**src/mpsgc_pkg.sv**
```systemverilog
// shared constants and types for the port statistics and gap control block
package mpsgc_pkg;

    // register offsets, used directly as register addresses
    localparam logic [7:0]  OFS_RX_ALIGN_ERR   = 8'ha5;
    localparam logic [7:0]  OFS_RX_LEN_ERR     = 8'ha6;
    localparam logic [7:0]  OFS_RX_PHY_ERR     = 8'ha7;
    localparam logic [7:0]  OFS_TX_FRAME       = 8'ha8;
    localparam logic [7:0]  OFS_TX_BCAST       = 8'ha9;
    localparam logic [7:0]  OFS_TX_MCAST       = 8'haa;
    localparam logic [7:0]  OFS_TX_UCAST       = 8'hab;
    localparam logic [7:0]  OFS_RX_DROP_FULL   = 8'hac;
    localparam logic [7:0]  OFS_RX_DROP_FILT   = 8'had;
    localparam logic [7:0]  OFS_RX_GAP_ERR     = 8'hae;
    localparam logic [7:0]  OFS_TX_GAP         = 8'hb0;
    localparam logic [7:0]  OFS_LOOPBACK       = 8'hb3;
    localparam logic [7:0]  OFS_RX_CRC_EN      = 8'hb4;
    localparam logic [7:0]  OFS_RX_GAP_MIN     = 8'hb5;
    localparam logic [7:0]  OFS_RX_MAX_LEN     = 8'hb6;
    localparam logic [7:0]  OFS_RX_MIN_LEN     = 8'hb7;

    // counter slots, in offset order from the first counter
    localparam int          NUM_COUNTERS       = 10;
    localparam int          CNT_ALIGN          = 0;
    localparam int          CNT_LENGTH         = 1;
    localparam int          CNT_PHY            = 2;
    localparam int          CNT_TX_FRAME       = 3;
    localparam int          CNT_TX_BCAST       = 4;
    localparam int          CNT_TX_MCAST       = 5;
    localparam int          CNT_TX_UCAST       = 6;
    localparam int          CNT_DROP_FULL      = 7;
    localparam int          CNT_DROP_FILT      = 8;
    localparam int          CNT_GAP            = 9;

    // field widths and positions
    localparam int          TX_GAP_W           = 8;
    localparam int          RX_GAP_W           = 6;
    localparam int          LEN_W              = 16;
    localparam int          LOOPBACK_BIT       = 0;
    localparam int          CRC_EN_BIT         = 0;
    localparam int          BITS_PER_GAP_UNIT  = 8;

    // reset values
    localparam logic [31:0] RST_COUNTER        = 32'h0000_0000;
    localparam logic [7:0]  RST_TX_GAP         = 8'h0b;
    localparam logic        RST_LOOPBACK       = 1'h0;
    localparam logic        RST_CRC_EN         = 1'h1;
    localparam logic [5:0]  RST_RX_GAP_MIN     = 6'h0a;
    localparam logic [15:0] RST_RX_MAX_LEN     = 16'h0618;
    localparam logic [15:0] RST_RX_MIN_LEN     = 16'h0040;

    // timing: one bit time at 10 Mbps against a 200 MHz clock
    localparam int          CLK_PERIOD_PS      = 5000;
    localparam int          BIT_TIME_NS        = 100;
    localparam int          BIT_TIME_CYCLES    =
        (BIT_TIME_NS * 1000 + CLK_PERIOD_PS - 1) / CLK_PERIOD_PS;
    localparam int          BIT_DIV_W          = 5;
    localparam int          GAP_CNT_W          = 12;

    typedef struct packed {
        logic [15:0] length;
        logic        crc_bad;
        logic        align_err;
        logic        phy_err;
        logic        fifo_full;
        logic        filter_reject;
    } mpsgc_rx_status_s;

    typedef struct packed {
        logic        broadcast;
        logic        multicast;
    } mpsgc_tx_class_s;

    typedef enum logic [0:0] {
        TX_IDLE = 1'b0,
        TX_GAP  = 1'b1
    } mpsgc_tx_state_e;

endpackage : mpsgc_pkg

```
**src/mpsgc_counter.sv**
```systemverilog
// wrapping 32-bit event counter
module mpsgc_counter (
    input  wire logic        i_ref_clk,
    input  wire logic        i_reset,
    input  wire logic        i_inc,
    output logic [31:0]      o_count
);

    logic [31:0] next_count;

    assign next_count = i_inc ? o_count + 32'h1 : o_count;

    always_ff @(posedge i_ref_clk or posedge i_reset) begin
        if (i_reset) begin
            o_count <= mpsgc_pkg::RST_COUNTER;
        end else begin
            o_count <= next_count;
        end
    end

endmodule : mpsgc_counter

```
**src/mpsgc_port_stats.sv**
```systemverilog
// port statistics counters and frame gap control
module mpsgc_port_stats (
    input  wire logic                        i_ref_clk,
    input  wire logic                        i_reset,
    // register port
    input  wire logic                        i_reg_wr,
    input  wire logic                        i_reg_rd,
    input  wire logic [7:0]                  i_reg_addr,
    input  wire logic [31:0]                 i_reg_wdata,
    output logic [31:0]                      o_reg_rdata,
    output logic                             o_reg_rvalid,
    // MII from the PHY and from the transmitter
    input  wire logic                        i_phy_rx_dv,
    input  wire logic [3:0]                  i_phy_rxd,
    input  wire logic                        i_mac_tx_en,
    input  wire logic [3:0]                  i_mac_txd,
    output logic                             o_rx_dv,
    output logic [3:0]                       o_rxd,
    output logic                             o_mac_loopback_enable,
    // receive frame completion
    input  wire logic                        i_rx_frame_end,
    input  wire mpsgc_pkg::mpsgc_rx_status_s i_rx_status,
    output logic                             o_rx_frame_accept,
    output logic                             o_rx_frame_drop,
    output logic                             o_rx_gap_error_flag,
    output logic                             o_rx_crc_check_enable,
    // transmit frame completion and gap
    input  wire logic                        i_tx_frame_end,
    input  wire mpsgc_pkg::mpsgc_tx_class_s  i_tx_class,
    output logic                             o_tx_gap_busy
);

    // configuration registers
    logic [mpsgc_pkg::TX_GAP_W-1:0]  tx_gap_setting;
    logic                            mac_loopback_enable;
    logic                            rx_crc_check_enable;
    logic [mpsgc_pkg::RX_GAP_W-1:0]  rx_gap_minimum;
    logic [mpsgc_pkg::LEN_W-1:0]     rx_max_frame_length;
    logic [mpsgc_pkg::LEN_W-1:0]     rx_min_frame_length;

    logic [31:0]                     counts [mpsgc_pkg::NUM_COUNTERS];
    logic [mpsgc_pkg::NUM_COUNTERS-1:0] inc;

    // bit time divider
    logic [mpsgc_pkg::BIT_DIV_W-1:0] bit_div;
    logic [mpsgc_pkg::BIT_DIV_W-1:0] next_bit_div;
    logic                            bit_tick;

    // receive gap measurement
    logic                            rx_dv_eff;
    logic [3:0]                      rxd_eff;
    logic                            rx_dv_prev;
    logic                            rx_start;
    logic [mpsgc_pkg::GAP_CNT_W-1:0] rx_gap_bits;
    logic [mpsgc_pkg::GAP_CNT_W-1:0] next_rx_gap_bits;
    logic [mpsgc_pkg::GAP_CNT_W-1:0] rx_gap_limit;
    logic                            rx_gap_short;
    logic                            frame_gap_bad;
    logic                            next_frame_gap_bad;

    // receive frame decision
    logic                            len_bad;
    logic                            crc_drop;
    logic                            rx_error;
    logic                            drop_full;
    logic                            drop_filt;
    logic                            accept;

    // transmit gap
    mpsgc_pkg::mpsgc_tx_state_e      tx_state;
    mpsgc_pkg::mpsgc_tx_state_e      next_tx_state;
    logic [mpsgc_pkg::GAP_CNT_W-1:0] tx_gap_left;
    logic [mpsgc_pkg::GAP_CNT_W-1:0] next_tx_gap_left;
    logic [mpsgc_pkg::GAP_CNT_W-1:0] tx_gap_load;

    // register decode
    logic                            wr_tx_gap;
    logic                            wr_loop;
    logic                            wr_crc;
    logic                            wr_rx_gap;
    logic                            wr_max;
    logic                            wr_min;
    logic                            rd_is_counter;
    logic [7:0]                      rd_slot;
    logic [31:0]                     rd_value;

    // ---------------------------------------------------------------
    // bit time divider, free running
    // gaps count whole ticks, so a gap may end up to a tick early
    assign bit_tick     = (bit_div == mpsgc_pkg::BIT_DIV_W'(mpsgc_pkg::BIT_TIME_CYCLES - 1));
    assign next_bit_div = bit_tick ? '0 : bit_div + mpsgc_pkg::BIT_DIV_W'(1);

    always_ff @(posedge i_ref_clk or posedge i_reset) begin
        if (i_reset) begin
            bit_div <= '0;
        end else begin
            bit_div <= next_bit_div;
        end
    end

    // ---------------------------------------------------------------
    // loop transmit into receive
    assign rx_dv_eff = mac_loopback_enable ? i_mac_tx_en : i_phy_rx_dv;
    assign rxd_eff   = mac_loopback_enable ? i_mac_txd : i_phy_rxd;

    always_ff @(posedge i_ref_clk or posedge i_reset) begin
        if (i_reset) begin
            o_rx_dv <= 1'b0;
            o_rxd   <= 4'h0;
        end else begin
            o_rx_dv <= rx_dv_eff;
            o_rxd   <= rxd_eff;
        end
    end

    assign o_mac_loopback_enable = mac_loopback_enable;
    assign o_rx_crc_check_enable = rx_crc_check_enable;

    // ---------------------------------------------------------------
    // idle bit times since the last carrier, saturating
    assign rx_start         = rx_dv_eff & ~rx_dv_prev;
    assign next_rx_gap_bits = rx_dv_eff ? '0 :
                              (bit_tick && (rx_gap_bits != '1)) ?
                              rx_gap_bits + mpsgc_pkg::GAP_CNT_W'(1) : rx_gap_bits;

    // gap must exceed setting times eight
    assign rx_gap_limit = mpsgc_pkg::GAP_CNT_W'(rx_gap_minimum)
                          * mpsgc_pkg::GAP_CNT_W'(mpsgc_pkg::BITS_PER_GAP_UNIT);
    assign rx_gap_short = rx_start && (rx_gap_bits <= rx_gap_limit);

    // a new start overrides the end-of-frame clear
    assign next_frame_gap_bad = rx_start ? rx_gap_short :
                                (i_rx_frame_end ? 1'b0 : frame_gap_bad);

    always_ff @(posedge i_ref_clk or posedge i_reset) begin
        if (i_reset) begin
            rx_dv_prev    <= 1'b0;
            // saturated, so the first frame after reset is never gap-bad
            rx_gap_bits   <= '1;
            frame_gap_bad <= 1'b0;
        end else begin
            rx_dv_prev    <= rx_dv_eff;
            rx_gap_bits   <= next_rx_gap_bits;
            frame_gap_bad <= next_frame_gap_bad;
        end
    end

    // ---------------------------------------------------------------
    // both length bounds accept equality
    // lower and upper length bounds
    assign len_bad  = (i_rx_status.length < rx_min_frame_length)
                   || (i_rx_status.length > rx_max_frame_length);
    // bad CRC only drops when checking
    assign crc_drop = i_rx_status.crc_bad & rx_crc_check_enable;
    assign rx_error = frame_gap_bad | i_rx_status.phy_err | i_rx_status.align_err
                    | len_bad | crc_drop;
    assign drop_full = ~rx_error & i_rx_status.fifo_full;
    assign drop_filt = ~rx_error & ~i_rx_status.fifo_full & i_rx_status.filter_reject;
    assign accept    = ~rx_error & ~i_rx_status.fifo_full & ~i_rx_status.filter_reject;
    // drop is the complement of accept at each frame end

    always_ff @(posedge i_ref_clk or posedge i_reset) begin
        if (i_reset) begin
            o_rx_frame_accept   <= 1'b0;
            o_rx_frame_drop     <= 1'b0;
            o_rx_gap_error_flag <= 1'b0;
        end else begin
            o_rx_frame_accept   <= i_rx_frame_end & accept;
            o_rx_frame_drop     <= i_rx_frame_end & ~accept;
            o_rx_gap_error_flag <= i_rx_frame_end & frame_gap_bad;
        end
    end

    // ---------------------------------------------------------------
    // counter increments, one per frame end
    // alignment errors
    assign inc[mpsgc_pkg::CNT_ALIGN]     = i_rx_frame_end & i_rx_status.align_err;
    assign inc[mpsgc_pkg::CNT_LENGTH]    = i_rx_frame_end & len_bad;
    assign inc[mpsgc_pkg::CNT_PHY]       = i_rx_frame_end & i_rx_status.phy_err;
    assign inc[mpsgc_pkg::CNT_TX_FRAME]  = i_tx_frame_end;
    assign inc[mpsgc_pkg::CNT_TX_BCAST]  = i_tx_frame_end & i_tx_class.broadcast;
    assign inc[mpsgc_pkg::CNT_TX_MCAST]  = i_tx_frame_end & ~i_tx_class.broadcast
                                         & i_tx_class.multicast;
    assign inc[mpsgc_pkg::CNT_TX_UCAST]  = i_tx_frame_end & ~i_tx_class.broadcast
                                         & ~i_tx_class.multicast;
    assign inc[mpsgc_pkg::CNT_DROP_FULL] = i_rx_frame_end & drop_full;
    assign inc[mpsgc_pkg::CNT_DROP_FILT] = i_rx_frame_end & drop_filt;
    assign inc[mpsgc_pkg::CNT_GAP]       = i_rx_frame_end & frame_gap_bad;

    for (genvar g = 0; g < mpsgc_pkg::NUM_COUNTERS; g++) begin : g_cnt
        mpsgc_counter u_counter (
            .i_ref_clk (i_ref_clk),
            .i_reset   (i_reset),
            .i_inc     (inc[g]),
            .o_count   (counts[g])
        );
    end

    // ---------------------------------------------------------------
    // gap length counts ticks of the free-running divider
    // transmit gap in bit times
    assign tx_gap_load = (mpsgc_pkg::GAP_CNT_W'(tx_gap_setting) + mpsgc_pkg::GAP_CNT_W'(1))
                         * mpsgc_pkg::GAP_CNT_W'(mpsgc_pkg::BITS_PER_GAP_UNIT);

    always_comb begin
        next_tx_state    = tx_state;
        next_tx_gap_left = tx_gap_left;
        unique case (tx_state)
            mpsgc_pkg::TX_IDLE: begin
                if (i_tx_frame_end) begin
                    next_tx_state    = mpsgc_pkg::TX_GAP;
                    next_tx_gap_left = tx_gap_load;
                end
            end
            // a frame end here counts but does not restart the gap
            mpsgc_pkg::TX_GAP: begin
                if (bit_tick) begin
                    next_tx_gap_left = tx_gap_left - mpsgc_pkg::GAP_CNT_W'(1);
                    if (tx_gap_left == mpsgc_pkg::GAP_CNT_W'(1)) begin
                        next_tx_state = mpsgc_pkg::TX_IDLE;
                    end
                end
            end
        endcase
    end

    always_ff @(posedge i_ref_clk or posedge i_reset) begin
        if (i_reset) begin
            tx_state    <= mpsgc_pkg::TX_IDLE;
            tx_gap_left <= '0;
        end else begin
            tx_state    <= next_tx_state;
            tx_gap_left <= next_tx_gap_left;
        end
    end

    // transmitter must not start a frame while this is high
    assign o_tx_gap_busy = (tx_state == mpsgc_pkg::TX_GAP);

    // ---------------------------------------------------------------
    // register writes
    // counter offsets are not decoded here, so they ignore writes
    assign wr_tx_gap = i_reg_wr && (i_reg_addr == mpsgc_pkg::OFS_TX_GAP);
    assign wr_loop   = i_reg_wr && (i_reg_addr == mpsgc_pkg::OFS_LOOPBACK);
    assign wr_crc    = i_reg_wr && (i_reg_addr == mpsgc_pkg::OFS_RX_CRC_EN);
    assign wr_rx_gap = i_reg_wr && (i_reg_addr == mpsgc_pkg::OFS_RX_GAP_MIN);
    assign wr_max    = i_reg_wr && (i_reg_addr == mpsgc_pkg::OFS_RX_MAX_LEN);
    assign wr_min    = i_reg_wr && (i_reg_addr == mpsgc_pkg::OFS_RX_MIN_LEN);

    always_ff @(posedge i_ref_clk or posedge i_reset) begin
        if (i_reset) begin
            tx_gap_setting      <= mpsgc_pkg::RST_TX_GAP;
            mac_loopback_enable <= mpsgc_pkg::RST_LOOPBACK;
            rx_crc_check_enable <= mpsgc_pkg::RST_CRC_EN;
            rx_gap_minimum      <= mpsgc_pkg::RST_RX_GAP_MIN;
            rx_max_frame_length <= mpsgc_pkg::RST_RX_MAX_LEN;
            rx_min_frame_length <= mpsgc_pkg::RST_RX_MIN_LEN;
        end else begin
            if (wr_tx_gap) begin
                tx_gap_setting <= i_reg_wdata[mpsgc_pkg::TX_GAP_W-1:0];
            end
            if (wr_loop) begin
                mac_loopback_enable <= i_reg_wdata[mpsgc_pkg::LOOPBACK_BIT];
            end
            if (wr_crc) begin
                rx_crc_check_enable <= i_reg_wdata[mpsgc_pkg::CRC_EN_BIT];
            end
            if (wr_rx_gap) begin
                rx_gap_minimum <= i_reg_wdata[mpsgc_pkg::RX_GAP_W-1:0];
            end
            if (wr_max) begin
                rx_max_frame_length <= i_reg_wdata[mpsgc_pkg::LEN_W-1:0];
            end
            if (wr_min) begin
                rx_min_frame_length <= i_reg_wdata[mpsgc_pkg::LEN_W-1:0];
            end
        end
    end

    // ---------------------------------------------------------------
    // register reads, one cycle latency
    assign rd_is_counter = (i_reg_addr >= mpsgc_pkg::OFS_RX_ALIGN_ERR)
                        && (i_reg_addr <= mpsgc_pkg::OFS_RX_GAP_ERR);
    assign rd_slot       = i_reg_addr - mpsgc_pkg::OFS_RX_ALIGN_ERR;

    // the range check keeps the counter index inside the array
    // reserved bits and unmapped read zero
    assign rd_value =
        rd_is_counter ? counts[rd_slot[3:0]] :
        (i_reg_addr == mpsgc_pkg::OFS_TX_GAP)     ? {24'h0, tx_gap_setting} :
        (i_reg_addr == mpsgc_pkg::OFS_LOOPBACK)   ? {31'h0, mac_loopback_enable} :
        (i_reg_addr == mpsgc_pkg::OFS_RX_CRC_EN)  ? {31'h0, rx_crc_check_enable} :
        (i_reg_addr == mpsgc_pkg::OFS_RX_GAP_MIN) ? {26'h0, rx_gap_minimum} :
        (i_reg_addr == mpsgc_pkg::OFS_RX_MAX_LEN) ? {16'h0, rx_max_frame_length} :
        (i_reg_addr == mpsgc_pkg::OFS_RX_MIN_LEN) ? {16'h0, rx_min_frame_length} :
        32'h0;

    always_ff @(posedge i_ref_clk or posedge i_reset) begin
        if (i_reset) begin
            o_reg_rdata  <= 32'h0;
            o_reg_rvalid <= 1'b0;
        end else begin
            o_reg_rvalid <= i_reg_rd;
            if (i_reg_rd) begin
                o_reg_rdata <= rd_value;
            end
        end
    end

endmodule : mpsgc_port_stats

```
**config.mk**
```make
export PLATFORM = sky130hd
export DESIGN_NAME = mpsgc_port_stats
export DESIGN_NICKNAME = d
export VERILOG_FILES = /design/src/mpsgc_pkg.sv /design/src/mpsgc_counter.sv /design/src/mpsgc_port_stats.sv
export SDC_FILE = /design/constraint.sdc
export NUM_CORES = 1
export LEC_CHECK = 0
export BUFFER_PORTS_ARGS = -buffer_cell sky130_fd_sc_hd__buf_2
export CORE_MARGIN = 8
export CORE_UTILIZATION = 65
export CTS_CLUSTER_SIZE = 25
export DETAILED_ROUTE_END_ITERATION = 8
export PLACE_DENSITY_LB_ADDON = 0.25
export SETUP_SLACK_MARGIN = 0.05
export SLEW_MARGIN = 10
export SYNTH_ARGS = -nofsm -noshare
export SYNTH_HDL_FRONTEND = slang
export SYNTH_SLANG_ARGS = --single-unit
```
**constraint.sdc**
```tcl
create_clock -name i_ref_clk -period 46.1 [get_ports i_ref_clk]
set_input_delay 9.22 -clock i_ref_clk [delete_from_list [all_inputs] [get_ports i_ref_clk]]
set_output_delay 9.22 -clock i_ref_clk [all_outputs]
set_load 0.005 [all_outputs]
```
# == Word level (Yosys, flattened, before mapping) ==
# Cells that the tools add are included.
# W data, S select, Z words.
# word_totals
elab_cells,128
ff_bits,440
out_inout_bits,44
inputBits,79
# op_classes
n_mux,24
bitwise_logic,31
addsub,15
eq_ne,11
reduce_logical,13
n_lt_le_gt_ge,6
# ops
cell,n
$add A32 B1 Y32 const B,10
$bmux W32 S4,1
$mux W16,6
$mux W32,3
$eq A8 B8 Y1 const B,6
$mux W12,4
$pmux W12 S2,1
$and A1 B1 Y1,18
$gt A16 B16 Y1,1
$lt A16 B16 Y1,1
$add A12 B1 Y12 const B,1
$eq A12 B1 Y1 const B,1
$le A12 B9 Y1,1
$ne A12 B12 Y1 const B,1
$sub A12 B1 Y12 const B,1
$add A8 B1 Y9 const B,1
$logic_and A1 B1 Y1,9
$ge A8 B8 Y1 const B,1
$le A8 B8 Y1 const B,1
$not A1 Y1,8
$mux W1,6
$add A5 B1 Y5 const B,1
$eq A5 B5 Y1 const B,1
$ge A5 B5 Y1 const B,1
other kinds (10),15

# == Depth between registers and ports, before layout ==
# Gate-level depths: netlist (run 1).
# depth
depth_word,9
mapped_depth,15
depth_no_buf,9

# == Hierarchy ==
# A second synthesis (run 1) with hierarchy kept.
# hier_totals
cells_unflattened,2130
area_unflattened_um2,24308.3
# modules_own_cells
module,area_per_inst_um2,instances,cells_each,seq_area_each_um2
mpsgc_counter,1510.2,10,126,800.8
mpsgc_port_stats,9206.3,1,870,3031.7

# == Worst setup path after synthesis (run 1) ==
# Ideal clock, no wire load.
# synth_path
path_kind,in2reg
startpoint,in i_reg_addr[0]
endpoint,reg o_reg_rdata[0]
n_path_buf,7
slack_ps,33446
arrival_ps,12517
required_ps,45963
setup_ps,137
path_stages,14
path_cell_list,buf_2 buf_2 buf_2 buf_2 buf_2 inv_1 ha_1 clkbuf_1 clkbuf_1 mux4_2 mux2i_1 o22ai_1 a22oi_1 a21oi_1
# synth_between
elab_chain_cells,8
elab_cells_between_ends,21
classes_between,add/sub (1); order compare (2); eq/ne (6); mux (10); bitwise (1); reduce/logical (1)
# synth_rtl
item,line_no,text
"start, declared",mpsgc_port_stats.sv:8,"input wire logic [7:0] i_reg_addr,"
"parallel branches: the longest is 7 deep, another holds $sub A4 B3 Y4",n/a,
$mux W32 (*),mpsgc_port_stats.sv:289,rd_is_counter ? counts[rd_slot[3:0]] :
"end signal, assigned",mpsgc_port_stats.sv:305,o_reg_rdata <= rd_value;
"end, declared",mpsgc_port_stats.sv:10,"output logic [31:0] o_reg_rdata,"
# Every way passes the cells marked *. The select of a mux whose other input is x is not followed.
# A chain may end at the register's enable or synchronous reset.

# == Worst setup path in the final report (run 1) ==
# layout_path
startpoint,in i_reg_addr[0]
endpoint,reg o_reg_rdata[7]
# The elaborated chain is that of the path after synthesis.

==> results of run 1 <==
worst max-delay path, delay by kind of cell:
kind | cells | cell delay (ns)
buf+inv | 3 | 1.55
mux | 3 | 1.00
fa+ha+maj | 1 | 0.38
compound gates | 2 | 0.24
simple gates | 1 | 0.11
where the power goes:
group | internal [mW] | switching [mW] | total [mW]
logic | 0.0477 | 0.0539 | 0.102
registers | 0.412 | 0.0333 | 0.446
clock network | 0.232 | 0.154 | 0.386
per-layer routing:
layer	track usage	up-vias	routed length, µm
li1	-	7681	-
met1	0.377	8501	23600
met2	0.431	553	26400
met3	0.0580	87	4260
met5	0	-	11
met4	0.0666	2	1100
cells in the mapped netlist (all sizes together), types with 7 or more instances:
cell,instances,share of area
ha,58,0.031
buf,27,0.0058
nor4,18,0.0069
a221oi,7,0.0026
inv,91,0.015
nand2,162,0.026
mux4,64,0.062
nor3,27,0.0058
nand4,109,0.029
o22a,16,0.0061
clkbuf,49,0.0079
nor2b,8,0.0022
dfrtp,417,0.45
dfstp,23,0.026
mux2i,66,0.029
and2,20,0.0054
o21ai,24,0.0052
a21oi,46,0.0099
a22oi,17,0.0055
and4,41,0.016
nor2,124,0.020
nand3,128,0.028
o22ai,34,0.0092
xnor2,257,0.097
mux2,65,0.032
and3,60,0.016
xor2,74,0.028
logic make-up after synthesis:
logic type / after synthesis / synth area share
XOR/XNOR: 331 / 0.125
AO/OA/AOI/OAI: 181 / 0.0532
buffers and inverters: 167 / 0.0285
adder cells (fa/ha/maj): 58 / 0.0313
AND/OR/NAND/NOR: 719 / 0.163
multiplexers: 195 / 0.122
flip-flops: 440 / 0.477
through the flow:
| stage | worst slack (ns) | instances | total power [mW] | util |
|---|---|---|---|---|
| 2_1_floorplan | 24.66 | 2091 | 0.517 | - |
| 3_3_place_gp | 33.44 | 2595 | 0.545 | 0.683 |
| 3_5_place_dp | 33.38 | 2595 | 0.552 | 0.683 |
| 4_1_cts | 33.94 | 2680 | 0.937 | 0.728 |
| 5_1_grt | 33.71 | 2680 | 0.970 | 0.728 |
| 6_report | 33.94 | 2680 | 0.933 | 0.728 |
area by class of cell:
class                      instances  share of cell area
clock buffer                      68              0.0544
clock inverter                    17             0.00730
inverter                          91              0.0136
multi-input combinational       1484               0.448
sequential                       440               0.430
tap                              461              0.0224
timing repair buffer             119              0.0252
cell usage in the layout (no fill, tap or decap), drive strengths merged, types with 4 or more instances in the layout:
master | Yosys | layout
a21o | 4 | 4
a21oi | 46 | 46
a221oi | 7 | 7
a22oi | 17 | 17
and2 | 20 | 20
and3 | 60 | 60
and4 | 41 | 41
buf | 27 | 119
bufinv | 0 | 4
clkbuf | 49 | 68
clkinv | 0 | 12
dfrtp | 417 | 417
dfstp | 23 | 23
ha | 58 | 58
inv | 91 | 91
mux2 | 65 | 65
mux2i | 66 | 66
mux4 | 64 | 64
nand2 | 162 | 162
nand2b | 4 | 4
nand3 | 128 | 128
nand4 | 109 | 109
nor2 | 124 | 124
nor2b | 8 | 8
nor3 | 27 | 27
nor4 | 18 | 18
o21a | 6 | 6
o21ai | 24 | 24
o22a | 16 | 16
o22ai | 34 | 34
or3 | 5 | 5
xnor2 | 257 | 257
xor2 | 74 | 74
final timing paths:
path	end	cells after the start
min in group asynchronous	g_cnt[6].u_counter.o_count[2]	2
setup / recovery	o_reg_rdata[7]	10
setup reg to reg	g_cnt[8].u_counter.o_count[30]	9
max in group asynchronous	o_reg_rdata[28]	4
hold reg to reg	g_cnt[0].u_counter.o_count[31]	1
hold / removal	g_cnt[0].u_counter.o_count[31]	1
flip-flops by register name, summed over array words and instances, names as in the netlist, 4 cells and up:
name / count
bit_div: 5
g_cnt.u_counter.o_count: 320
o_reg_rdata: 32
o_rxd: 4
rx_gap_bits: 12
rx_gap_minimum: 6
rx_max_frame_length: 16
rx_min_frame_length: 16
tx_gap_left: 12
tx_gap_setting: 8
==> reports/metrics.sh, run 1 <==
FINALHOLDVIOLATIONS=0
WORST-SLEW-PIN-TRANSITION_NS=1.03
DIEAREA_UM2=41900
FIN_SETUP_TNS_NS=0
DETAILEDPLACEMENTHPWL_UM=39200
TIMING.CRITICAL_PATH.ARRIVAL_NS=12.60
CTS_NUM_SINKS=440
DETAIL_ROUTE.WL_PER_CELL_UM=20.7
YOSYS_WARNINGS=0
FINALWORSTPATHREQUIREDPERIOD_NS=12.16
MIN_DELAY_WORST_TYPE='register to register'
RRSETUPSLACK_NS=42.87
LEAKAGE_nW=11.4
SYN_AREA_UM2=23200
FINALINSTANCEAREA_UM2=25700
DRT-TOTAL-WL_UM=55400
ASYNC_SR_FLOP_FRACTION=1.00
POWER_PER_CELL_AREA_nW_PER_UM2=36.3
IOS=123
HP-START='g_cnt[0].u_counter.o_count[31]'
TIMING.RR.START='rx_max_frame_length[10]'
SYNTH_EDF_COUNT=0
FLOP_AND_LATCH_COUNT_OUT_OF_SYNTHESIS=440
SEQ_AREA_FRAC_SYNTH=0.477
TIMING.SETUP.CRITICAL_PATH_CLASS='input port to register'
ROWS=69
SYN-NUM-NETS=2228
POST_ROUTE_CELLS_DRIVE_ABOVE_1_SHARE=0.166
GRT_ANTENNA_BEFORE_REPAIR=1
CTS_TREE='done'
START_UTIL=0.656
DETAIL_ROUTE.DRC_VIOLATIONS=0
CRITPATHMAXSTAGEDELAY_NS=0.70
CRITICAL_PATH.SLOWEST_CELL='sky130_fd_sc_hd__buf_4'
SYN2LAYOUT_AREA_GROWTH_PCT=11.0
CLK_PIN_SLEW_NS=0.06
NUMBER_OF_BUFFERS_CREATED_BY_CTS=47
RSZ0062_AT_GRT='false'
GPL.FINAL_WEIGHTED_CONGESTION=0.910
WORST_EP_REQUIRED_TIME_NS=46.54
SLEW_VIOL_FINAL=0
CTS_REPAIR_RESIZE_COUNT=0
DRTANTENNAVIOLNETS=0
MULTI_INPUT_AREA_UM2=11500
PLACE_AREA_UM2=24100
SYN_INST=2091
FINAL.FILL_COUNT=2348
FINALCRITPERIODSHARE=0.264
GRT.TOTAL_USAGE=0.271
SYN_AVG_CELL_AREA_UM2=11.1
TIMING.CRITICAL_PATH.FROM_TYPE='input port'
CTS.REPAIR_TIMING.SETUP_BUFFER_COUNT=0
TIMING.FMAX_MHz=82.2
DETAILROUTE.VIA_COUNT=16824
LAYOUT.NETS=2320
FIRST_GLOBAL_VIAS=17000
MAX-CLOCK-PATH-BUFFERS=3
GLOBAL_ROUTE.OVERFLOW_TOTAL=0
POSTSYNTH.TOPFLOPCELL='sky130_fd_sc_hd__dfrtp_1'
CP_MAX_FO=72
FIN_SKEW_NS=0.0187
GRT_START_MAX_NET_PINS=182
ROOT_BUFFER='sky130_fd_sc_hd__clkbuf_16'
MAX_CAP_VIOL_COUNT=0
DIE_W_UM=205
TIMING.CRITICAL_PATH.FROM='i_reg_addr[0]'
CTS.HOLD.BUFFERS_ADDED=0
WORST_SETUP_PATH_END_KIND='register'
COREAREA_UM2=35300
STATUS='finished clean'
SETUP_VIOL=0
CLKLATENCYLATEPIN_NS=0.56
HOLD_SLACK_NS=0.463
VIA_CELL_RATIO=6.28
PORT_BUFFERS=106
DRT_PRE_ANTENNA_ITERS=8
COUNT_OF_INSERTED_ANTENNA_DIODE_CELLS=0
SEQCELLAREA_UM2=11000
GRT_PASS1_WL_UM=91800
MAX-SLEW-MARGIN-REL=0.314
POWER.IR.VDD_WORST_mV=0.0300
PATH_CELLS='buf_6, inv_1, ha_2, buf_4, mux4_2, mux2i_1, o22ai_1, nand2_1, o211ai_1, mux2_2'
YOSYS.CELL_TYPES.COUNT=62
FLOORPLAN.DIE.HEIGHT_UM=205
DRT_ITER0_DRC=1248
CTS.HTREE.LEVELS=2
(Power assumes the default switching activity.)
==> inputs of run 2 (changes only) <==
--- a/config.mk
+++ b/config.mk
@@ -7,7 +7,7 @@
 export LEC_CHECK = 0
 export BUFFER_PORTS_ARGS = -buffer_cell sky130_fd_sc_hd__buf_2
 export CORE_MARGIN = 8
-export CORE_UTILIZATION = 65
+export CORE_UTILIZATION = 56
 export CTS_CLUSTER_SIZE = 25
 export DETAILED_ROUTE_END_ITERATION = 8
 export PLACE_DENSITY_LB_ADDON = 0.25
==> constraint.sdc (replaced) <==
create_clock -name i_ref_clk -period 10 [get_ports i_ref_clk]
set_input_delay 2 -clock i_ref_clk [delete_from_list [all_inputs] [get_ports i_ref_clk]]
set_output_delay 2 -clock i_ref_clk [all_outputs]
set_load 0.005 [all_outputs]
==> reports/metrics.sh, run 2 (synthesis gave the netlist of run 1 again) <==
STATUS='finished clean'
CRITICAL_PATH.SLOWEST_CELL='sky130_fd_sc_hd__buf_4'
CTS_REPAIR_RESIZE_COUNT=0  # unchanged
GLOBAL_ROUTE.OVERFLOW_TOTAL=0  # unchanged
CTS.REPAIR_TIMING.SETUP_BUFFER_COUNT=0  # unchanged
WORST_SETUP_PATH_END_KIND='register'
TIMING.RR.START='rx_max_frame_length[9]'
DETAILEDPLACEMENTHPWL_UM=39600  # +1.1%
DIEAREA_UM2=48100  # +15%
TIMING.CRITICAL_PATH.ARRIVAL_NS=5.38  # -7.22 ns
LARGEST_REGISTER_FFS=320  # unchanged
SLEW_VIOL_FINAL=0  # unchanged
FINALCRITPERIODSHARE=0.491
MAX-SLEW-MARGIN-REL=0.218  # -0.0956
ROUTED-WL-MET3_UM=3280  # -23%
FIN_SKEW_NS=0.0307  # +0.0121 ns
CTS_NUM_SINKS=440  # unchanged
RRSETUPSLACK_NS=6.32  # -36.55 ns
FINALWORSTPATHREQUIREDPERIOD_NS=4.91
POWER.IR.VDD_WORST_mV=0.125  # +320%
FINALHOLDVIOLATIONS=0  # unchanged
GRT_PASS1_WL_UM=90100  # -1.9%
RR_ENDPOINT='g_cnt[1].u_counter.o_count[1]'
HOLD_SLACK_NS=0.461  # -0.00184 ns
PATH_CELLS='buf_6, inv_1, ha_2, buf_4, mux4_2, mux2i_1, o22ai_1, nand2_1, o211ai_1, mux2_2'
IOS=123  # unchanged
ROOT_BUFFER='sky130_fd_sc_hd__clkbuf_16'
FIRST_GLOBAL_VIAS=16777  # -1.3%
DETAIL_ROUTE.DRC_VIOLATIONS=0  # unchanged
FIN_SETUP_TNS_NS=0  # unchanged
WORST_EP_REQUIRED_TIME_NS=10.47  # -36.07 ns
NETSWITCHINGFRACTION=0.263  # +0.00446
DRT-TOTAL-WL_UM=55100  # -0.66%
TIMING.CRITICAL_PATH.MAX_DELAY_FAMILY='buffers and inverters'
PORT_BUFFERS=106  # unchanged
MIN_DELAY_WORST_TYPE='register to register'
REGISTER_BANK_WITH_THE_MOST_FLOPS='g_cnt.u_counter.o_count'
ROUTED.TOP_LAYER='met4'
WORST-SLEW-PIN-TRANSITION_NS=1.17  # +0.147 ns
SETUP_VIOL=0  # unchanged
POWER_SWITCHING_mW=1.13  # +370%
LAYOUT.NETS=2321  # +0.043%
CTS.HOLD.BUFFERS_ADDED=0  # unchanged
LAYOUT.CELLS.MOST_COMMON='sky130_fd_sc_hd__dfrtp_1'
MAX-CLOCK-PATH-BUFFERS=3  # unchanged
HOLD-PATH-ENDPOINT='g_cnt[4].u_counter.o_count[31]'
FLOORPLAN.DIE.HEIGHT_UM=219  # +7.1%
DRT_PRE_ANTENNA_ITERS=6  # -2
MAX_CAP_VIOL_COUNT=0  # unchanged
POST_ROUTE_CELLS_DRIVE_ABOVE_1_SHARE=0.167  # +0.00165
TIMING.CRITICAL_PATH.FROM_TYPE='input port'
CTS.HTREE.LEVELS=2  # unchanged
ROWS=74  # +7.2%
NUMBER_OF_BUFFERS_CREATED_BY_CTS=47  # unchanged
COMBPWRFRAC=0.109  # about the same
DRT_ITER0_DRC=1357  # +8.7%
TIMING.FMAX_MHz=204
MET1_WIRE_LENGTH_UM=24700  # +4.3%
VIA_CELL_RATIO=6.03  # -4.0%
GRT.TOTAL_USAGE=0.233  # -0.0380
POWER.SHARE.CLOCK=0.415  # about the same
GRT_ANTENNA_BEFORE_REPAIR=0  # -1
SYN2LAYOUT_AREA_GROWTH_PCT=11.4
HP-START='g_cnt[4].u_counter.o_count[31]'
DETAILROUTE.VIA_COUNT=16593  # -1.4%
RSZ0062_AT_GRT='false'
DETAIL_ROUTE.WL_PER_CELL_UM=20.0  # -3.3%
CP_MAX_FO=71  # -1.4%
COUNT_OF_INSERTED_ANTENNA_DIODE_CELLS=0  # unchanged
P_SEQ_FRAC=0.477  # about the same
FINAL.FILL_COUNT=3143  # +34%
WHS_PATH_DEPTH=1  # unchanged
GPL.FINAL_WEIGHTED_CONGESTION=0.894  # -1.8%
CLKLATENCYLATEPIN_NS=0.60  # +0.04 ns
DIE_W_UM=219  # +7.1%
COREAREA_UM2=40800  # +16%
CTS_TREE='done'
DRTANTENNAVIOLNETS=0  # unchanged
FF2FF_PATH_DEPTH=9  # unchanged
START_UTIL=0.567  # -0.0887
LAYOUT.CELLS.MOST_COMMON_LIST='sky130_fd_sc_hd__dfrtp_1, sky130_fd_sc_hd__xnor2_1, sky130_fd_sc_hd__nand2_1, sky130_fd_sc_hd__nand3_1, sky130_fd_sc_hd__nor2_1'
CLK_PIN_SLEW_NS=0.06  # about the same
TIMING.SETUP.CRITICAL_PATH_CLASS='input port to register'
LARGEST_REGISTERS='g_cnt.u_counter.o_count (320), o_reg_rdata (32)'
CRITPATHMAXSTAGEDELAY_NS=0.68  # -0.02 ns
INTERNAL_POWER_mW=3.17  # +360%
PATH_BUF_INV=3  # unchanged
POWER_PER_CELL_AREA_nW_PER_UM2=167  # +360%
LEAKAGE_nW=11.4  # about the same
WL_MET2_UM=25700  # -2.6%
GRT_START_MAX_NET_PINS=189  # +3.8%
==> run 2: changes by cell type in the layout (fill, tap and decap cells not counted), sizes merged <==
cell / delta
clkinvlp: +2
buf: +1
bufinv: -1
==> run 2: how the worst max path moves through the flow <==
| stage | startpoint | endpoint | slack [ns] | cells after the start |
|---|---|---|---|---|
| 6_report | i_reg_addr[0] | o_reg_rdata[6] | 5.09 | 10 |
| 5_1_grt | i_reg_addr[0] | o_reg_rdata[6] | 4.86 | 10 |
| 4_1_cts | i_reg_addr[0] | o_reg_rdata[6] | 5.09 | 10 |
| 3_5_place_dp | i_reg_addr[0] | o_reg_rdata[6] | 4.51 | 10 |
| 3_3_place_gp | i_reg_addr[0] | o_reg_rdata[6] | 4.54 | 10 |
| 2_1_floorplan | i_reset | bit_div[0] | 2.07 | 1 |
==> run 2: worst register-to-register path: cells and delay by family (launching register included) <==
family | cells | cell delay [ns]
multiplexers | 1 | 0.33
adder cells (fa/ha/maj) | 1 | 0.28
AO/OA/AOI/OAI | 3 | 1.66
flip-flops | 1 | 0.54
AND/OR/NAND/NOR | 3 | 0.69
buffers and inverters | 1 | 0.05
==> run 2: power by group through the flow <==
stage               registers (mW)  logic, mW  clock network [mW]
detailed placement            2.08      0.470                   0
floorplan                     2.03      0.347                   0
CTS                           2.05      0.472                1.81
finish                        2.05      0.467                1.78
global route                  2.07      0.525                1.89
global placement              2.07      0.450                   0
==> run 2: cell type report <==
type	instances	area [µm²]	share of cell area
Tap cell	532	666	0.0258
Sequential cell	440	11000	0.428
Clock inverter	18	185	0.00718
Timing Repair Buffer	120	654	0.0254
Clock buffer	68	1410	0.0545
Inverter	91	345	0.0134
Multi-Input combinational cell	1484	11500	0.446
==> run 2: routing by layer <==
| metal | vias to the layer above | GRT usage |
|---|---|---|
| li1 | 7675 | - |
| met1 | 8367 | 0.324 |
| met2 | 455 | 0.372 |
| met3 | 96 | 0.0365 |
| met4 | 0 | 0.0761 |
| met5 | - | 0 |
==> run 2: metrics by stage <==
| step | setup WS, ns | cell area, µm² | std cells | util | power [mW] |
|---|---|---|---|---|---|
| floorplan | 2.07 | 23200 | 2091 | - | 2.38 |
| global placement | 4.54 | 24200 | 2667 | 0.593 | 2.52 |
| detailed placement | 4.51 | 24200 | 2667 | 0.593 | 2.55 |
| CTS | 5.09 | 25800 | 2753 | 0.632 | 4.33 |
| global route | 4.86 | 25800 | 2753 | 0.632 | 4.48 |
| finish | 5.09 | 25800 | 2753 | 0.632 | 4.30 |
==> inputs of run 3 (changes only) <==
--- a/config.mk
+++ b/config.mk
@@ -5,9 +5,10 @@
 export SDC_FILE = /design/constraint.sdc
 export NUM_CORES = 1
 export LEC_CHECK = 0
+export ABC_AREA = 1
 export BUFFER_PORTS_ARGS = -buffer_cell sky130_fd_sc_hd__buf_2
 export CORE_MARGIN = 8
-export CORE_UTILIZATION = 56
+export CORE_UTILIZATION = 63
 export CTS_CLUSTER_SIZE = 25
 export DETAILED_ROUTE_END_ITERATION = 8
 export PLACE_DENSITY_LB_ADDON = 0.25
==> constraint.sdc (replaced) <==
create_clock -name i_ref_clk -period 4.95 [get_ports i_ref_clk]
set_input_delay 0.99 -clock i_ref_clk [delete_from_list [all_inputs] [get_ports i_ref_clk]]
set_output_delay 0.99 -clock i_ref_clk [all_outputs]
set_load 0.005 [all_outputs]
==> reports/metrics.sh, run 3 <==
FINALWORSTPATHREQUIREDPERIOD_NS=3.35
IOS=123  # unchanged
SYN_INST=3278  # +57%
FIN_SETUP_TNS_NS=0  # unchanged
POWER.IR.VDD_WORST_mV=0.308  # +150%
MAX-SLEW-MARGIN-REL=0.159  # -0.0594
SYN_AVG_CELL_AREA_UM2=7.85  # -29%
REGISTER_BANK_WITH_THE_MOST_FLOPS='g_cnt.u_counter.o_count'
TIMING.CRITICAL_PATH.FROM_TYPE='input port'
POWER_SWITCHING_mW=2.78  # +150%
ASYNC_SR_FLOP_FRACTION=1.00  # unchanged
CLKLATENCYLATEPIN_NS=0.59  # about the same
SYNTH_EDF_COUNT=0  # unchanged
CLK_PIN_SLEW_NS=0.06  # about the same
CTS_TREE='done'
GRT_START_MAX_NET_PINS=115  # -39%
NETSWITCHINGFRACTION=0.298  # +0.0350
DETAIL_ROUTE.WL_PER_CELL_UM=18.9  # -5.5%
CTS.HOLD.BUFFERS_ADDED=0  # unchanged
NUMBER_OF_BUFFERS_CREATED_BY_CTS=48  # +2.1%
RRSETUPSLACK_NS=1.93  # -4.39 ns
ROWS=74  # unchanged
COUNT_OF_INSERTED_ANTENNA_DIODE_CELLS=0  # unchanged
LARGEST_REGISTERS='g_cnt.u_counter.o_count (320), o_reg_rdata (32)'
SYN_AREA_UM2=25700  # +11%
VIA_CELL_RATIO=5.96  # -1.1%
POWER_PER_CELL_AREA_nW_PER_UM2=330  # +98%
DRT_ITER0_DRC=2130  # +57%
POST_SYNTH_MAIN_AREA_CONTRIBUTORS='sky130_fd_sc_hd__dfrtp_1, sky130_fd_sc_hd__nand2_1, sky130_fd_sc_hd__xor2_1'
GLOBAL_ROUTE.OVERFLOW_TOTAL=0  # unchanged
ROOT_BUFFER='sky130_fd_sc_hd__clkbuf_16'
POSTSYNTH.TOPFLOPCELL='sky130_fd_sc_hd__dfrtp_1'
INTERNAL_POWER_mW=6.57  # +110%
FINAL.SETUP.WORST_SLACK_NS=1.60  # -3.49 ns
FIN_SKEW_NS=0.0208  # -0.00996 ns
CTS.HTREE.LEVELS=2  # unchanged
HOLD_SLACK_NS=0.461  # +0.000402 ns
SYN2LAYOUT_AREA_GROWTH_PCT=10.2
RSZ0062_AT_GRT='false'
DRTANTENNAVIOLNETS=0  # unchanged
CTS_NUM_SINKS=440  # unchanged
WORST_EP_REQUIRED_TIME_NS=5.46  # -5.01 ns
LAYOUT.CELLS.MOST_COMMON='sky130_fd_sc_hd__nand2_1'
FLOP_AND_LATCH_COUNT_OUT_OF_SYNTHESIS=440  # unchanged
START_UTIL=0.634  # +0.0673
STATUS='finished clean'
TIMING.SETUP.CRITICAL_PATH_CLASS='input port to register'
DETAILROUTE.VIA_COUNT=23342  # +41%
PRE_CTS_WS_NS=1.10  # -3.41 ns
LEAKAGE_nW=13.5  # +19%
YOSYSTOPAREACELLSHARE=0.406  # -0.0450
SETUP_VIOL=0  # unchanged
LARGEST_REGISTER_FFS=320  # unchanged
CP_MAX_FO=71  # unchanged
FINAL.FILL_COUNT=3307  # +5.2%
WORST_SETUP_PATH_END_KIND='register'
GRT_ANTENNA_BEFORE_REPAIR=1  # +1
MIN_DELAY_WORST_TYPE='register to register'
POWER_mW=9.35  # +120%
GRT_PASS1_WL_UM=119000  # +32%
FINALCRITPERIODSHARE=0.676
YOSYS.CELL_TYPES.COUNT=58  # -6.5%
YOSYSTOPAREACELL='sky130_fd_sc_hd__dfrtp_1'
SLEW_VIOL_FINAL=0  # unchanged
GPL.FINAL_WEIGHTED_CONGESTION=1.03  # +16%
FINALHOLDVIOLATIONS=0  # unchanged
DETAIL_ROUTE.DRC_VIOLATIONS=0  # unchanged
CTS.REPAIR_TIMING.SETUP_BUFFER_COUNT=0  # unchanged
FLOORPLAN.DIE.HEIGHT_UM=218  # -0.58%
DRT_PRE_ANTENNA_ITERS=6  # unchanged
SEQ_AREA_FRAC_SYNTH=0.429  # -0.0477
WORST-SLEW-PIN-TRANSITION_NS=1.26  # +0.0878 ns
GRT.TOTAL_USAGE=0.310  # +0.0772
POST-SYNTH-TOP-COUNT-CELL='sky130_fd_sc_hd__nand2_1'
SYN-NUM-NETS=3415  # +53%
P_SEQ_FRAC=0.451  # -0.026
COREAREA_UM2=40600  # -0.68%
DETAILEDPLACEMENTHPWL_UM=53900  # +36%
COMBPWRFRAC=0.147  # +0.038
TIMING.FMAX_MHz=299
POST_ROUTE_CELLS_DRIVE_ABOVE_1_SHARE=0.0872  # -0.0803
DRT-TOTAL-WL_UM=74000  # +34%
DIE_W_UM=218  # -0.58%
LAYOUT.NETS=3482  # +50%
MAX-CLOCK-PATH-BUFFERS=3  # unchanged
FIRST_GLOBAL_VIAS=22831  # +36%
LAYOUT.CELLS.MOST_COMMON_LIST='sky130_fd_sc_hd__nand2_1, sky130_fd_sc_hd__dfrtp_1, sky130_fd_sc_hd__inv_1, sky130_fd_sc_hd__nor2_1, sky130_fd_sc_hd__xor2_1'
DPL.CELL_COUNT=3827  # +43%
DIEAREA_UM2=47600  # -1.2%
POWER.SHARE.CLOCK=0.402  # -0.013
CTS_REPAIR_RESIZE_COUNT=0  # unchanged
PORT_BUFFERS=106  # unchanged
YOSYS_WARNINGS=0  # unchanged
MOST_INSTANTIATED_CELLS_AFTER_SYNTHESIS='sky130_fd_sc_hd__nand2_1, sky130_fd_sc_hd__dfrtp_1, sky130_fd_sc_hd__inv_1'
MAX_CAP_VIOL_COUNT=0  # unchanged
TIMING.CRITICAL_PATH.ARRIVAL_NS=3.86  # -1.52 ns
FIN_CELLS=3914  # +42%
-- run 3: changes by cell type in the layout (fill, tap and decap cells not counted), moves of 69 or more --
cell / previous run / this run
sky130_fd_sc_hd__nand2_1: 162 / 737
sky130_fd_sc_hd__inv_1: 90 / 366
sky130_fd_sc_hd__o21ai_0: 23 / 240
sky130_fd_sc_hd__xnor2_1: 257 / 51
sky130_fd_sc_hd__xor2_1: 72 / 244
sky130_fd_sc_hd__nor2_1: 124 / 257
sky130_fd_sc_hd__a21oi_1: 46 / 145
sky130_fd_sc_hd__nor3_1: 27 / 96
-- run 3: kinds of logic (layout without fill, tap and decap cells) --
family / Yosys count / after routing / share of synthesized area
DFF: 440 / 440 / 0.429
buffers and inverters: 491 / 595 / 0.0735
and+or+nand+nor: 1493 / 1493 / 0.259
adders and majority gates: 58 / 58 / 0.0282
muxes: 3 / 3 / 0.00117
AOI/OAI and AO/OA: 496 / 496 / 0.108
xor gates and xnor gates: 297 / 297 / 0.102
-- run 3: worst paths after layout --
kind	start	endpoint	cells after the start
max in group asynchronous	i_reset	g_cnt[4].u_counter.o_count[26]	3
setup reg to reg	rx_max_frame_length[9]	g_cnt[8].u_counter.o_count[1]	13
hold / removal	bit_div[0]	bit_div[0]	1
min in group asynchronous	i_reset	g_cnt[4].u_counter.o_count[4]	2
setup / recovery	i_reg_addr[0]	o_reg_rdata[24]	10
hold reg to reg	bit_div[0]	bit_div[0]	1
-- run 3: metrics by stage --
step	util	cell area, µm²
global placement	0.658	26700
CTS	0.699	28300
detailed placement	0.658	26700
finish	0.699	28300
global route	0.699	28300
floorplan	-	25700
-- run 3: per-layer routing --
layer / track usage / up-vias / wire [µm]
li1: - / 10928 / -
met1: 0.399 / 11221 / 29800
met2: 0.507 / 958 / 35000
met3: 0.0456 / 233 / 5270
met4: 0.159 / 2 / 3900
met5: 0 / - / 13
-- run 3: worst max-delay path, cell delays in order --
cell and delay, ns:
sky130_fd_sc_hd__buf_6 0.38, sky130_fd_sc_hd__inv_2 0.15, sky130_fd_sc_hd__ha_2 0.60, sky130_fd_sc_hd__inv_1 0.15, sky130_fd_sc_hd__buf_4 0.33, sky130_fd_sc_hd__o21ai_0 0.15
sky130_fd_sc_hd__a21oi_1 0.10, sky130_fd_sc_hd__a211oi_1 0.64, sky130_fd_sc_hd__o31ai_1 0.16, sky130_fd_sc_hd__o21ai_1 0.15
-- run 3: final cells by class --
class / count / area [µm²] / area share
clock buffers: 70 / 1450 / 0.0510
clock inverters: 17 / 195 / 0.00689
inverters: 380 / 1430 / 0.0505
multi-input cells: 2347 / 12800 / 0.452
flip-flops and latches: 440 / 11000 / 0.390
well taps: 532 / 666 / 0.0235
repair buffers: 128 / 752 / 0.0265
-- run 3: power groups by stage --
stage	combinational [mW]	clock [mW]	sequential (mW)
final	1.38	3.76	4.22
after CTS	1.37	3.79	4.21
after floorplan	0.965	0	4.18
after global placement	1.29	0	4.25
after detailed placement	1.35	0	4.27
after global routing	1.54	3.95	4.26
